--- src/hw/uhie_defines.vh ---
`ifndef UHIE_DEFINES_VH
`define UHIE_DEFINES_VH

// Register byte addresses.
`define UHIE_STATUS_ADDR 12'h014
`define UHIE_INTR_EN_ADDR 12'h018
`define UHIE_FRAME_INDEX_ADDR 12'h01c
`define UHIE_PLIST_BASE_ADDR 12'h024
`define UHIE_CONTROL_ADDR 12'h040

// Event bit positions, shared by status and enable registers.
`define UHIE_EV_XFER_DONE 0
`define UHIE_EV_XFER_ERR 1
`define UHIE_EV_PORT_CHG 2
`define UHIE_EV_ROLLOVER 3
`define UHIE_EV_SYS_ERR 4
`define UHIE_EV_ASYNC_ADV 5
`define UHIE_EV_COUNT 6

// Status register: halted flag position.
`define UHIE_HALTED_BIT 12

// Control register fields.
`define UHIE_CTL_RUN_BIT 0
`define UHIE_CTL_SIZE_LSB 2
`define UHIE_CTL_THR_LSB 16
`define UHIE_CTL_THR_W 8

// List size codes.
`define UHIE_SIZE_1024 2'b00
`define UHIE_SIZE_512 2'b01
`define UHIE_SIZE_256 2'b10

// Field widths and reset values.
`define UHIE_FRAME_INDEX_W 14
`define UHIE_BASE_LSB 12
`define UHIE_THR_RESET 8'h08
`define UHIE_ENABLE_RESET 6'h00
`define UHIE_FRAME_INDEX_RESET 14'h0000
`define UHIE_BASE_RESET 20'h00000
`define UHIE_RUN_RESET 1'b0

// Micro-frame timing.
`define UHIE_UFRAME_NS 125000
`define UHIE_CLOCK_NS 5
`define UHIE_UFRAME_CYCLES (`UHIE_UFRAME_NS / `UHIE_CLOCK_NS)

`endif

--- src/hw/uhie_event_flag.v ---
`timescale 1ns/10ps
`include "uhie_defines.vh"

module uhie_event_flag (
  input wire clock,
  input wire rst_b,
  input wire setEvent,
  input wire clearEvent,
  output reg flag
);

  // A set arriving with the clear wins so no event is lost.
  always @(posedge clock or negedge rst_b) begin
    if (!rst_b) begin
      flag <= 1'b0;
    end else if (setEvent) begin
      flag <= 1'b1;
    end else if (clearEvent) begin
      flag <= 1'b0;
    end
  end

endmodule

--- src/hw/uhie_regs.v ---
// Behaviour
// - Interrupt only when flag and enable both set.
// - Flags set regardless of enable bits.
// - Bit 5 gates async advance at threshold.
// - Bit 4 gates system error immediately.
// - Bit 3 gates frame list rollover.
// - Bit 2 gates port change detect.
// - Bit 1 gates transfer error at threshold.
// - Bit 0 gates transfer complete at threshold.
// - Threshold one raises interrupt at once.
// - Index writable only while halted.
// - Index bits N:3 select list entry.
// - N is 12, 11, 10 per size.
// - Base keeps bits 31:12, low bits zero.
// - Status flags clear on write one.
// - Size code selects 1024, 512, 256 entries.
//
// The APB interface to the registers was decided locally.
`timescale 1ns/10ps
`include "uhie_defines.vh"

module uhie_regs #(
  parameter integer UFRAME_CYCLES = `UHIE_UFRAME_CYCLES
) (
  input wire clock,
  input wire rst_b,
  input wire psel,
  input wire penable,
  input wire pwrite,
  input wire [11:0] paddr,
  input wire [31:0] pwdata,
  output reg [31:0] prdata,
  output reg pready,
  output reg pslverr,
  input wire transferDone,
  input wire transferError,
  input wire portChange,
  input wire systemError,
  input wire asyncAdvance,
  output reg interruptOut,
  output reg [9:0] frameListEntry,
  output reg [31:0] frameEntryAddress,
  output reg controllerHalted
);

  reg [`UHIE_EV_COUNT-1:0] interruptEnable;
  reg [`UHIE_FRAME_INDEX_W-1:0] frameIndex;
  reg [31:`UHIE_BASE_LSB] periodicBase;
  reg runStop;
  reg [1:0] listSize;
  reg [`UHIE_CTL_THR_W-1:0] threshold;
  reg [`UHIE_CTL_THR_W-1:0] thresholdCount;
  reg thresholdDue;
  wire [`UHIE_EV_COUNT-1:0] eventFlag;
  wire [`UHIE_EV_COUNT-1:0] setEvent;
  wire [`UHIE_EV_COUNT-1:0] clearEvent;
  wire uframeTick;
  wire rolloverEvent;
  wire [`UHIE_FRAME_INDEX_W-1:0] next_frameIndex;
  reg [9:0] next_entry;
  reg entryWrap;
  reg [`UHIE_EV_COUNT-1:0] pending;
  reg next_interrupt;
  reg [31:0] readValue;
  reg addrHit;

  wire access = psel && penable;
  wire writeAccess = access && pwrite;
  wire statusWrite = writeAccess && (paddr == `UHIE_STATUS_ADDR);
  // A write lands on the access edge, while pready stands high.
  wire writeLands = writeAccess && pready;
  wire enableWrite = writeLands && (paddr == `UHIE_INTR_EN_ADDR);
  wire indexWrite = writeLands && (paddr == `UHIE_FRAME_INDEX_ADDR);
  wire baseWrite = writeLands && (paddr == `UHIE_PLIST_BASE_ADDR);
  wire controlWrite = writeLands && (paddr == `UHIE_CONTROL_ADDR);

  // One tick per micro-frame; it restarts whenever the run bit drops.
  uhie_uframe_timer #(
    .CYCLES(UFRAME_CYCLES)
  ) uframeTimer (
    .clock(clock),
    .rst_b(rst_b),
    .running(runStop),
    .tick(uframeTick)
  );

  assign next_frameIndex = frameIndex + 14'h0001;

  // Entry index width depends on list size; wrap of it is the rollover.
  always @* begin
    next_entry = 10'h000;
    entryWrap = 1'b0;
    case (listSize)
      `UHIE_SIZE_1024: begin
        next_entry = frameIndex[12:3];
        entryWrap = (frameIndex[12:0] == 13'h1fff);
      end
      `UHIE_SIZE_512: begin
        next_entry = {1'b0, frameIndex[11:3]};
        entryWrap = (frameIndex[11:0] == 12'hfff);
      end
      `UHIE_SIZE_256: begin
        next_entry = {2'b00, frameIndex[10:3]};
        entryWrap = (frameIndex[10:0] == 11'h7ff);
      end
      default: begin
        next_entry = frameIndex[12:3];
        entryWrap = 1'b0;
      end
    endcase
  end

  assign rolloverEvent = uframeTick && entryWrap;

  // Event inputs always set their flags, independent of the enables.
  assign setEvent[`UHIE_EV_XFER_DONE] = transferDone;
  assign setEvent[`UHIE_EV_XFER_ERR] = transferError;
  assign setEvent[`UHIE_EV_PORT_CHG] = portChange;
  assign setEvent[`UHIE_EV_ROLLOVER] = rolloverEvent;
  assign setEvent[`UHIE_EV_SYS_ERR] = systemError;
  assign setEvent[`UHIE_EV_ASYNC_ADV] = asyncAdvance;
  assign clearEvent = statusWrite ? pwdata[`UHIE_EV_COUNT-1:0] :
    {`UHIE_EV_COUNT{1'b0}};

  genvar gi;
  generate
    for (gi = 0; gi < `UHIE_EV_COUNT; gi = gi + 1) begin : evFlag
      uhie_event_flag flagCell (
        .clock(clock),
        .rst_b(rst_b),
        .setEvent(setEvent[gi]),
        .clearEvent(clearEvent[gi]),
        .flag(eventFlag[gi])
      );
    end
  endgenerate

  // Threshold events wait for the threshold boundary, counted in
  // micro-frames; a threshold of one (or zero) passes them at once.
  // The count only moves while ticks arrive, so a halted controller
  // holds threshold events back until the threshold is set to one or zero.
  wire thresholdOpen = (threshold <= 8'h01);
  wire boundaryTick = uframeTick &&
    (thresholdCount >= threshold - 8'h01);

  always @(posedge clock or negedge rst_b) begin
    if (!rst_b) begin
      thresholdCount <= 8'h00;
    end else if (thresholdOpen || boundaryTick) begin
      thresholdCount <= 8'h00;
    end else if (uframeTick) begin
      thresholdCount <= thresholdCount + 8'h01;
    end
  end

  // The boundary flag lasts one cycle unless the line is already up.
  always @(posedge clock or negedge rst_b) begin
    if (!rst_b) begin
      thresholdDue <= 1'b0;
    end else if (thresholdOpen || boundaryTick) begin
      thresholdDue <= 1'b1;
    end else if (thresholdDue && !interruptOut) begin
      thresholdDue <= 1'b0;
    end
  end

  always @* begin
    pending = eventFlag & interruptEnable;
    next_interrupt = 1'b0;
    // System error, rollover and port change skip the threshold.
    if (pending[`UHIE_EV_SYS_ERR]) begin
      next_interrupt = 1'b1;
    end
    if (pending[`UHIE_EV_ROLLOVER]) begin
      next_interrupt = 1'b1;
    end
    if (pending[`UHIE_EV_PORT_CHG]) begin
      next_interrupt = 1'b1;
    end
    // Once raised, the line stays up until software clears the flags,
    // so the threshold only delays the rising edge.
    if (thresholdDue || interruptOut) begin
      if (pending[`UHIE_EV_ASYNC_ADV]) begin
        next_interrupt = 1'b1;
      end
      if (pending[`UHIE_EV_XFER_ERR]) begin
        next_interrupt = 1'b1;
      end
      if (pending[`UHIE_EV_XFER_DONE]) begin
        next_interrupt = 1'b1;
      end
    end
  end

  // Reserved bits and unmapped offsets read as zero.
  always @* begin
    readValue = 32'h00000000;
    addrHit = 1'b1;
    case (paddr)
      `UHIE_STATUS_ADDR: begin
        readValue[`UHIE_EV_COUNT-1:0] = eventFlag;
        readValue[`UHIE_HALTED_BIT] = ~runStop;
      end
      `UHIE_INTR_EN_ADDR: begin
        readValue[`UHIE_EV_COUNT-1:0] = interruptEnable;
      end
      `UHIE_FRAME_INDEX_ADDR: begin
        readValue[`UHIE_FRAME_INDEX_W-1:0] = frameIndex;
      end
      `UHIE_PLIST_BASE_ADDR: begin
        readValue[31:`UHIE_BASE_LSB] = periodicBase;
      end
      `UHIE_CONTROL_ADDR: begin
        readValue[`UHIE_CTL_RUN_BIT] = runStop;
        readValue[`UHIE_CTL_SIZE_LSB+1:`UHIE_CTL_SIZE_LSB] = listSize;
        readValue[`UHIE_CTL_THR_LSB+`UHIE_CTL_THR_W-1:`UHIE_CTL_THR_LSB] =
          threshold;
      end
      default: begin
        readValue = 32'h00000000;
        addrHit = 1'b0;
      end
    endcase
  end

  // Zero wait states: every access completes in its first access cycle.
  always @(posedge clock or negedge rst_b) begin
    if (!rst_b) begin
      prdata <= 32'h00000000;
      pready <= 1'b0;
      pslverr <= 1'b0;
    end else begin
      pready <= psel && !penable;
      pslverr <= psel && !penable && !addrHit;
      if (psel && !penable && !pwrite) begin
        prdata <= readValue;
      end
    end
  end

  // Each register has its own process, so a write to one of them never
  // holds back the hardware update of another.
  always @(posedge clock or negedge rst_b) begin
    if (!rst_b) begin
      interruptEnable <= `UHIE_ENABLE_RESET;
    end else if (enableWrite) begin
      interruptEnable <= pwdata[`UHIE_EV_COUNT-1:0];
    end
  end

  always @(posedge clock or negedge rst_b) begin
    if (!rst_b) begin
      periodicBase <= `UHIE_BASE_RESET;
    end else if (baseWrite) begin
      periodicBase <= pwdata[31:`UHIE_BASE_LSB];
    end
  end

  always @(posedge clock or negedge rst_b) begin
    if (!rst_b) begin
      runStop <= `UHIE_RUN_RESET;
      listSize <= `UHIE_SIZE_1024;
      threshold <= `UHIE_THR_RESET;
    end else if (controlWrite) begin
      runStop <= pwdata[`UHIE_CTL_RUN_BIT];
      listSize <= pwdata[`UHIE_CTL_SIZE_LSB+1:`UHIE_CTL_SIZE_LSB];
      threshold <=
        pwdata[`UHIE_CTL_THR_LSB+`UHIE_CTL_THR_W-1:`UHIE_CTL_THR_LSB];
    end
  end

  // Writes while running are dropped so software cannot skew the
  // schedule under the controller's feet. A dropped write must not
  // swallow a micro-frame tick that falls in the same cycle.
  always @(posedge clock or negedge rst_b) begin
    if (!rst_b) begin
      frameIndex <= `UHIE_FRAME_INDEX_RESET;
    end else if (indexWrite && !runStop) begin
      frameIndex <= pwdata[`UHIE_FRAME_INDEX_W-1:0];
    end else if (uframeTick && runStop) begin
      frameIndex <= next_frameIndex;
    end
  end

  // The line is registered so flag updates never make it glitch.
  always @(posedge clock or negedge rst_b) begin
    if (!rst_b) begin
      interruptOut <= 1'b0;
    end else begin
      interruptOut <= next_interrupt;
    end
  end

  always @(posedge clock or negedge rst_b) begin
    if (!rst_b) begin
      frameListEntry <= 10'h000;
      frameEntryAddress <= 32'h00000000;
      controllerHalted <= 1'b1;
    end else begin
      frameListEntry <= next_entry;
      frameEntryAddress <= {periodicBase, next_entry, 2'b00};
      controllerHalted <= ~runStop;
    end
  end

endmodule

--- src/hw/uhie_uframe_timer.v ---
`timescale 1ns/10ps
`include "uhie_defines.vh"

module uhie_uframe_timer #(
  parameter integer CYCLES = `UHIE_UFRAME_CYCLES
) (
  input wire clock,
  input wire rst_b,
  input wire running,
  output reg tick
);

  reg [31:0] count;

  // Counter restarts whenever the controller stops, so each run begins
  // with a full micro-frame.
  always @(posedge clock or negedge rst_b) begin
    if (!rst_b) begin
      count <= 32'h00000000;
      tick <= 1'b0;
    end else if (!running) begin
      count <= 32'h00000000;
      tick <= 1'b0;
    end else if (count == CYCLES - 1) begin
      count <= 32'h00000000;
      tick <= 1'b1;
    end else begin
      count <= count + 32'h00000001;
      tick <= 1'b0;
    end
  end

endmodule

--- config.mk ---
export PLATFORM = sky130hd
export DESIGN_NAME = uhie_regs
export DESIGN_NICKNAME = d
export VERILOG_FILES = /design/src/hw/uhie_event_flag.v /design/src/hw/uhie_regs.v /design/src/hw/uhie_uframe_timer.v
export VERILOG_INCLUDE_DIRS = /design/src /design/src/hw
export SDC_FILE = /design/constraint.sdc
export NUM_CORES = 1
export LEC_CHECK = 0
export BUFFER_PORTS_ARGS = -buffer_cell sky130_fd_sc_hd__clkbuf_2
export CORE_MARGIN = 10
export CORE_UTILIZATION = 35
export CTS_CLUSTER_SIZE = 20
export DETAILED_ROUTE_END_ITERATION = 10
export PLACE_DENSITY = 0.53
export SLEW_MARGIN = 20
export SYNTH_ARGS = -nofsm -noshare
export SYNTH_HDL_FRONTEND = slang
export SYNTH_SLANG_ARGS = --single-unit
--- constraint.sdc ---
create_clock -name clock -period 4.9 [get_ports clock]
set_input_delay 0.98 -clock clock [delete_from_list [all_inputs] [get_ports clock]]
set_output_delay 0.98 -clock clock [all_outputs]
set_load 0.03 [all_outputs]
# Yosys cells after proc, flatten, opt, wreduce, memory -nomap -nowiden
# Cells that the tools add are included.
# word_totals
wordCells	119
latchBits	0
romBits	0
register_bits	175
output_inout_bits	78
memories	0
ram_bits	0
# op_classes
n_addsub	4
reduce_logical	34
mul	0
n_lt_le_gt_ge	2
n_mux	43
div_mod_pow	0
bitwise	2
shifts	0
n_eq_ne	11
# ops
op	count
2-to-1 mux 32 bit	2
equality test 12 x 5 -> 1 bit, second input constant	3
adder 32 x 1 -> 32 bit, second input constant	1
equality test 32 x 15 -> 1 bit, second input constant	1
2-to-1 mux 14 bit	2
2-to-1 mux 1 bit	24
2-to-1 mux 8 bit	3
one-hot mux 10 bit (2 select lines)	1
nonzero test 2 bit	9
logical AND 1 bit	16
one-hot mux 8 bit (2 select lines)	1
adder 14 x 1 -> 14 bit, second input constant	1
equality test 13 bit, second input constant	1
equality test 12 bit, second input constant	1
equality test 12 x 6 -> 1 bit, second input constant	1
equality test 12 x 7 -> 1 bit, second input constant	1
2-to-1 mux 6 bit	2
equality test 11 bit, second input constant	1
one-hot mux 1 bit (3 select lines)	3
adder 8 x 1 -> 8 bit, second input constant	1
greater-or-equal comparator 8 bit	1
<= comparator 8 x 1 -> 1 bit, second input constant	1
one-hot mux 2 bit (4 select lines)	1
subtractor 8 x 1 -> 8 bit, second input constant	1
12 further kinds	17

# Depth between registers and ports, before layout
# logic_depth
depth_word	8
ltp_mapped	12
depth_no_buf	11

# Hierarchy
# A second synthesis with hierarchy kept.
# unflattened
cells_unflattened	723
hier_area_um2	7716.2
# by_module_without_submodules
mod	cells_each	instances	area_each_um2
uhie_regs	512	1	5724.2
uhie_uframe_timer	193	1	1774.2
uhie_event_flag	3	6	36.3

# Worst setup path before layout
# No wires, ideal clock.
# synth_timing
path_type	register -> register
start	register threshold[5]
end	register thresholdDue
setup_ns	0.124
arrival_time_ns	2.469
path_slack_ns	2.307
path_stages_with_launch	11
path_buffers	1
cell_sequence	dfrtp_1 -> or4_1 -> nor4_1 -> xnor2_1 -> ha_1 -> nand4_1 -> nor2_1 -> a211oi_1 -> nor2b_1 -> clkbuf_1 -> a211o_1
# synth_via
elab_chain_cells	5
# synth_rtl
element	line	text
start, declared	uhie_regs.v:51	reg [`UHIE_CTL_THR_W-1:0] threshold;
start signal, assigned	uhie_regs.v:263	threshold <= `UHIE_THR_RESET;
start signal, assigned	uhie_regs.v:267	threshold <=
subtractor 8 x 1 -> 8 bit	uhie_regs.v:144	(thresholdCount >= threshold - 8'h01);
greater-or-equal comparator 8 bit	uhie_regs.v:144	
logical AND 1 bit	uhie_regs.v:143	wire boundaryTick = uframeTick &&
logical OR 1 bit (*)	uhie_regs.v:160	end else if (thresholdOpen || boundaryTick) begin
2-to-1 mux 1 bit / nonzero test 2 bit (equally long branches)	n/a	
end signal, assigned	uhie_regs.v:159	thresholdDue <= 1'b0;
end signal, assigned	uhie_regs.v:161	thresholdDue <= 1'b1;
end signal, assigned	uhie_regs.v:163	thresholdDue <= 1'b0;
end, declared	uhie_regs.v:53	reg thresholdDue;
# Mark *: on every way between the ends. The rest lies on a longest branch, timed or not.
# A chain may end at the register's enable or synchronous reset.

# Worst setup path after layout
# layout_timing
start	input paddr[9]
end	register frameIndex[1]
# layout_via
elab_chain_cells	4
# layout_rtl
element	line	text
start, declared	uhie_regs.v:30	input wire [11:0] paddr,
equality test 12 x 5 -> 1 bit (*)	n/a	
logical AND 1 bit (*)	uhie_regs.v:73	wire indexWrite = writeLands && (paddr == `UHIE_FRAME_INDEX_ADDR);
logical AND 1 bit (*)	uhie_regs.v:278	end else if (indexWrite && !runStop) begin
2-to-1 mux 14 bit / nonzero test 2 bit (equally long branches)	n/a	
end signal, assigned	uhie_regs.v:277	frameIndex <= `UHIE_FRAME_INDEX_RESET;
end signal, assigned	uhie_regs.v:279	frameIndex <= pwdata[`UHIE_FRAME_INDEX_W-1:0];
end signal, assigned	uhie_regs.v:281	frameIndex <= next_frameIndex;
end, declared	uhie_regs.v:47	reg [`UHIE_FRAME_INDEX_W-1:0] frameIndex;
# Marked as above.

==> key figures <==
Yosys
  – Commonest cells post-synth: dfrtp_1, nand2_1, nor2_1
  – Register area share after synthesis: 55.3%
  – Yosys warns: 0
  – Post-synth top area share: 54.6%
  – Yosys cell types: 60
  – Syn Area/Cell: 10.9 µm²
  – Synth Cell Area: 0.00747 mm²
  – Top cells by area, synth: dfrtp_1, nand2_1, mux2_2, nand3_1, ha_1
  – Synthesized flop and latch total: 165
  – Post-synth top flop: dfrtp_1
  – Mapped Cells: 686
  – Count leader, synth: dfrtp_1
  – Async SR Flop Fraction: 100%
  – Cell taking the most area after synthesis: dfrtp_1
  – Number of synthesized flops with an enable pin: 0

Timing
  – Sum Neg Setup Slack: 0 ns
  – PnR worst setup slack: 1.93 ns
  – Skew final: 0.00922 ns
  – Top achievable clock speed: 336 MHz
  – Worst rel slew slack: 34.1%
  – Worst hold slack: 0.394 ns
  – Worst-Margin Slew: 0.980 ns
  – Min cycle time layout: 2.97 ns
  – Unrepaired setup endpoints after global routing: false
  – Final hold vios: 0
  – Slew Limit Fails: 0
  – Final setup violating endpoints: 0
  – Final worst-path cycle share: 60.7%

Final layout
  – Antenna Cells: 0
  – Finished Cell Area: 0.00894 mm²
  – Cell Count, Final, Fillers Out: 1090
  – Final Util: 42.5%
  – Fillers: 2072
  – Post-layout nets: 873
  – Area delta synth->final: 19.6%
  – Share of layout cells above drive strength 1: 26.7%

Global routing
  – First-pass GRT wire length: 32500 µm
  – Grt ovf: 0
  – Tot GR Track Use: 14.4%
  – Initial antenna violation count: 0
  – Vias in the first global route: 5817
  – Largest net degree at the start of global routing: 95

Clock network
  – CTS H-tree lvls: 4
  – Clk root buf: clkbuf_16
  – TritonCTS clock tree: done
  – Post_cts resized: 0
  – Post-CTS Hold Fix Bufs: 0
  – Clock Pin Slew Worst Setup and Hold Paths: 0.07 ns
  – Worst skew pair latency: 0.43 ns
  – CTS Buf Count: 17
  – Clock sink count: 165
  – Post CTS Setup Buffer Count: 0
  – Max Buffers Root-to-Sink: 2

Drt
  – DRT antenna net count: 0
  – Initial DRC Count: 353
  – Via density: 5.06
  – Drc violations: 0
  – Final WL: 19500 µm
  – DRT Pass-1 Iters: 4
  – Wire per inst: 17.9 µm
  – Vias: 5518

Worst setup path
  – Critical Path RT: 5.21 ns
  – Critical Path Sink Type: flop
  – R2R Path End: thresholdDue
  – CP Max Fanout: 14
  – Worst EP arrival: 3.29 ns
  – Startpoint types: input pin
  – Crit Reg-Reg Startpoint: threshold[5]
  – R2R cell count: 9
  – CP Class: input pin to flop
  – Reg2reg setup slack: 2.05 ns

Power
  – Leakage: 4.29 nW
  – Total power: 2.96 mW
  – Power Density: 331 mW/mm²
  – Peak supply drop: 0.248 mV

Worst hold path
  – Hold path endpoint: frameEntryAddress[15]
  – Worst hold path class: flop to flop
  – Worst Min Path Start: periodicBase[15]
  – Hold path cells: 0

Floorplan
  – Ports: 132
  – Core Area: 0.0210 mm²
  – Row cnt: 53
  – Initial Util: 35.5%
  – Die W: 166 µm
  – Die Y: 166 µm
  – Area of the die: 0.0276 mm²

Placed design
  – Pre-CTS setup slack: 1.48 ns
  – PortBufs: 129
  – Placed Instances: 1058
  – Final Wtd Congestion: 0.773
  – Detail Placement HPWL: 14000 µm
  – Post-DP Area: 0.00832 mm²

Status
  – Outcome: completed

Flow run
  – # Max-Cap Violations: 0
==> critical path, stage by stage <==
cell and delay [ns]:
clkbuf_2 0.11, or4_4 0.59, nor4_4 0.65, and2_1 0.58, nor3_1 0.10, a221o_1 0.27
==> state kept, by name, summed over array words and instances (netlist names) <==
name / cells
thresholdDue: 1
interruptEnable: 6
listSize: 2
evFlag.flagCell.flag: 6
pready: 1
interruptOut: 1
uframeTimer.count: 32
pslverr: 1
prdata: 32
frameEntryAddress: 21
runStop: 1
thresholdCount: 8
controllerHalted: 1
threshold: 8
periodicBase: 20
uframeTimer.tick: 1
frameListEntry: 9
frameIndex: 14
==> report_power, final <==
part | switching, mW | internal, mW
Clock | 0.578 | 0.827
Combinational | 0.0897 | 0.0514
Sequential | 0.0282 | 1.39
Total | 0.696 | 2.26
==> per-layer routing <==
layer  wire length [µm]  track usage [%]
met5                  0                0
met4                161             4.01
met3               1010             3.98
met2               9220             22.9
met1               9130             18.8
==> final cells by class <==
type                       instances  area [µm²]  area share (%)
tap                              275         344            3.85
clock buffer                      20         447            5.00
clock inverter                    12         168            1.88
inverter                          14        52.6           0.588
sequential                       165        4130            46.2
multi-input combinational        467        3070            34.4
timing repair buffer             137         724            8.11
==> cells by family after synthesis <==
kind of cell / Yosys count / synth area share (%)
AND/OR/NAND/NOR: 286 / 19.9
flip-flops: 165 / 55.3
AO/OA/AOI/OAI: 88 / 7.82
buffers and inverters: 55 / 3.90
XOR/XNOR: 39 / 4.57
multiplexers: 35 / 5.58
adder cells (fa/ha/maj): 17 / 2.85
other: 1 / 0.0502
==> how the worst max path moves through the flow <==
| stage | from | to | slack, ns | cells after the start |
|---|---|---|---|---|
| floorplan | threshold[5] | thresholdDue | 2.31 | 10 |
| global placement | paddr[9] | frameIndex[1] | 1.53 | 6 |
| detailed placement | paddr[9] | frameIndex[1] | 1.48 | 6 |
| CTS | paddr[9] | frameIndex[1] | 1.94 | 6 |
| global route | threshold[0] | thresholdCount[4] | 1.72 | 11 |
| finish | paddr[9] | frameIndex[1] | 1.93 | 6 |
==> placed cells by master, fill, tap and decap left out, drive strengths merged, types with 15 or more instances in the layout <==
cell      n
dfrtp   163
clkbuf  148
nand2    86
nor2     51
nand3    45
mux2     35
o21ai    27
xor2     24
inv      19
nor4     19
nand4    18
ha       17
a22oi    16
xnor2    15
nor3     15
(Power assumes the default switching activity.)
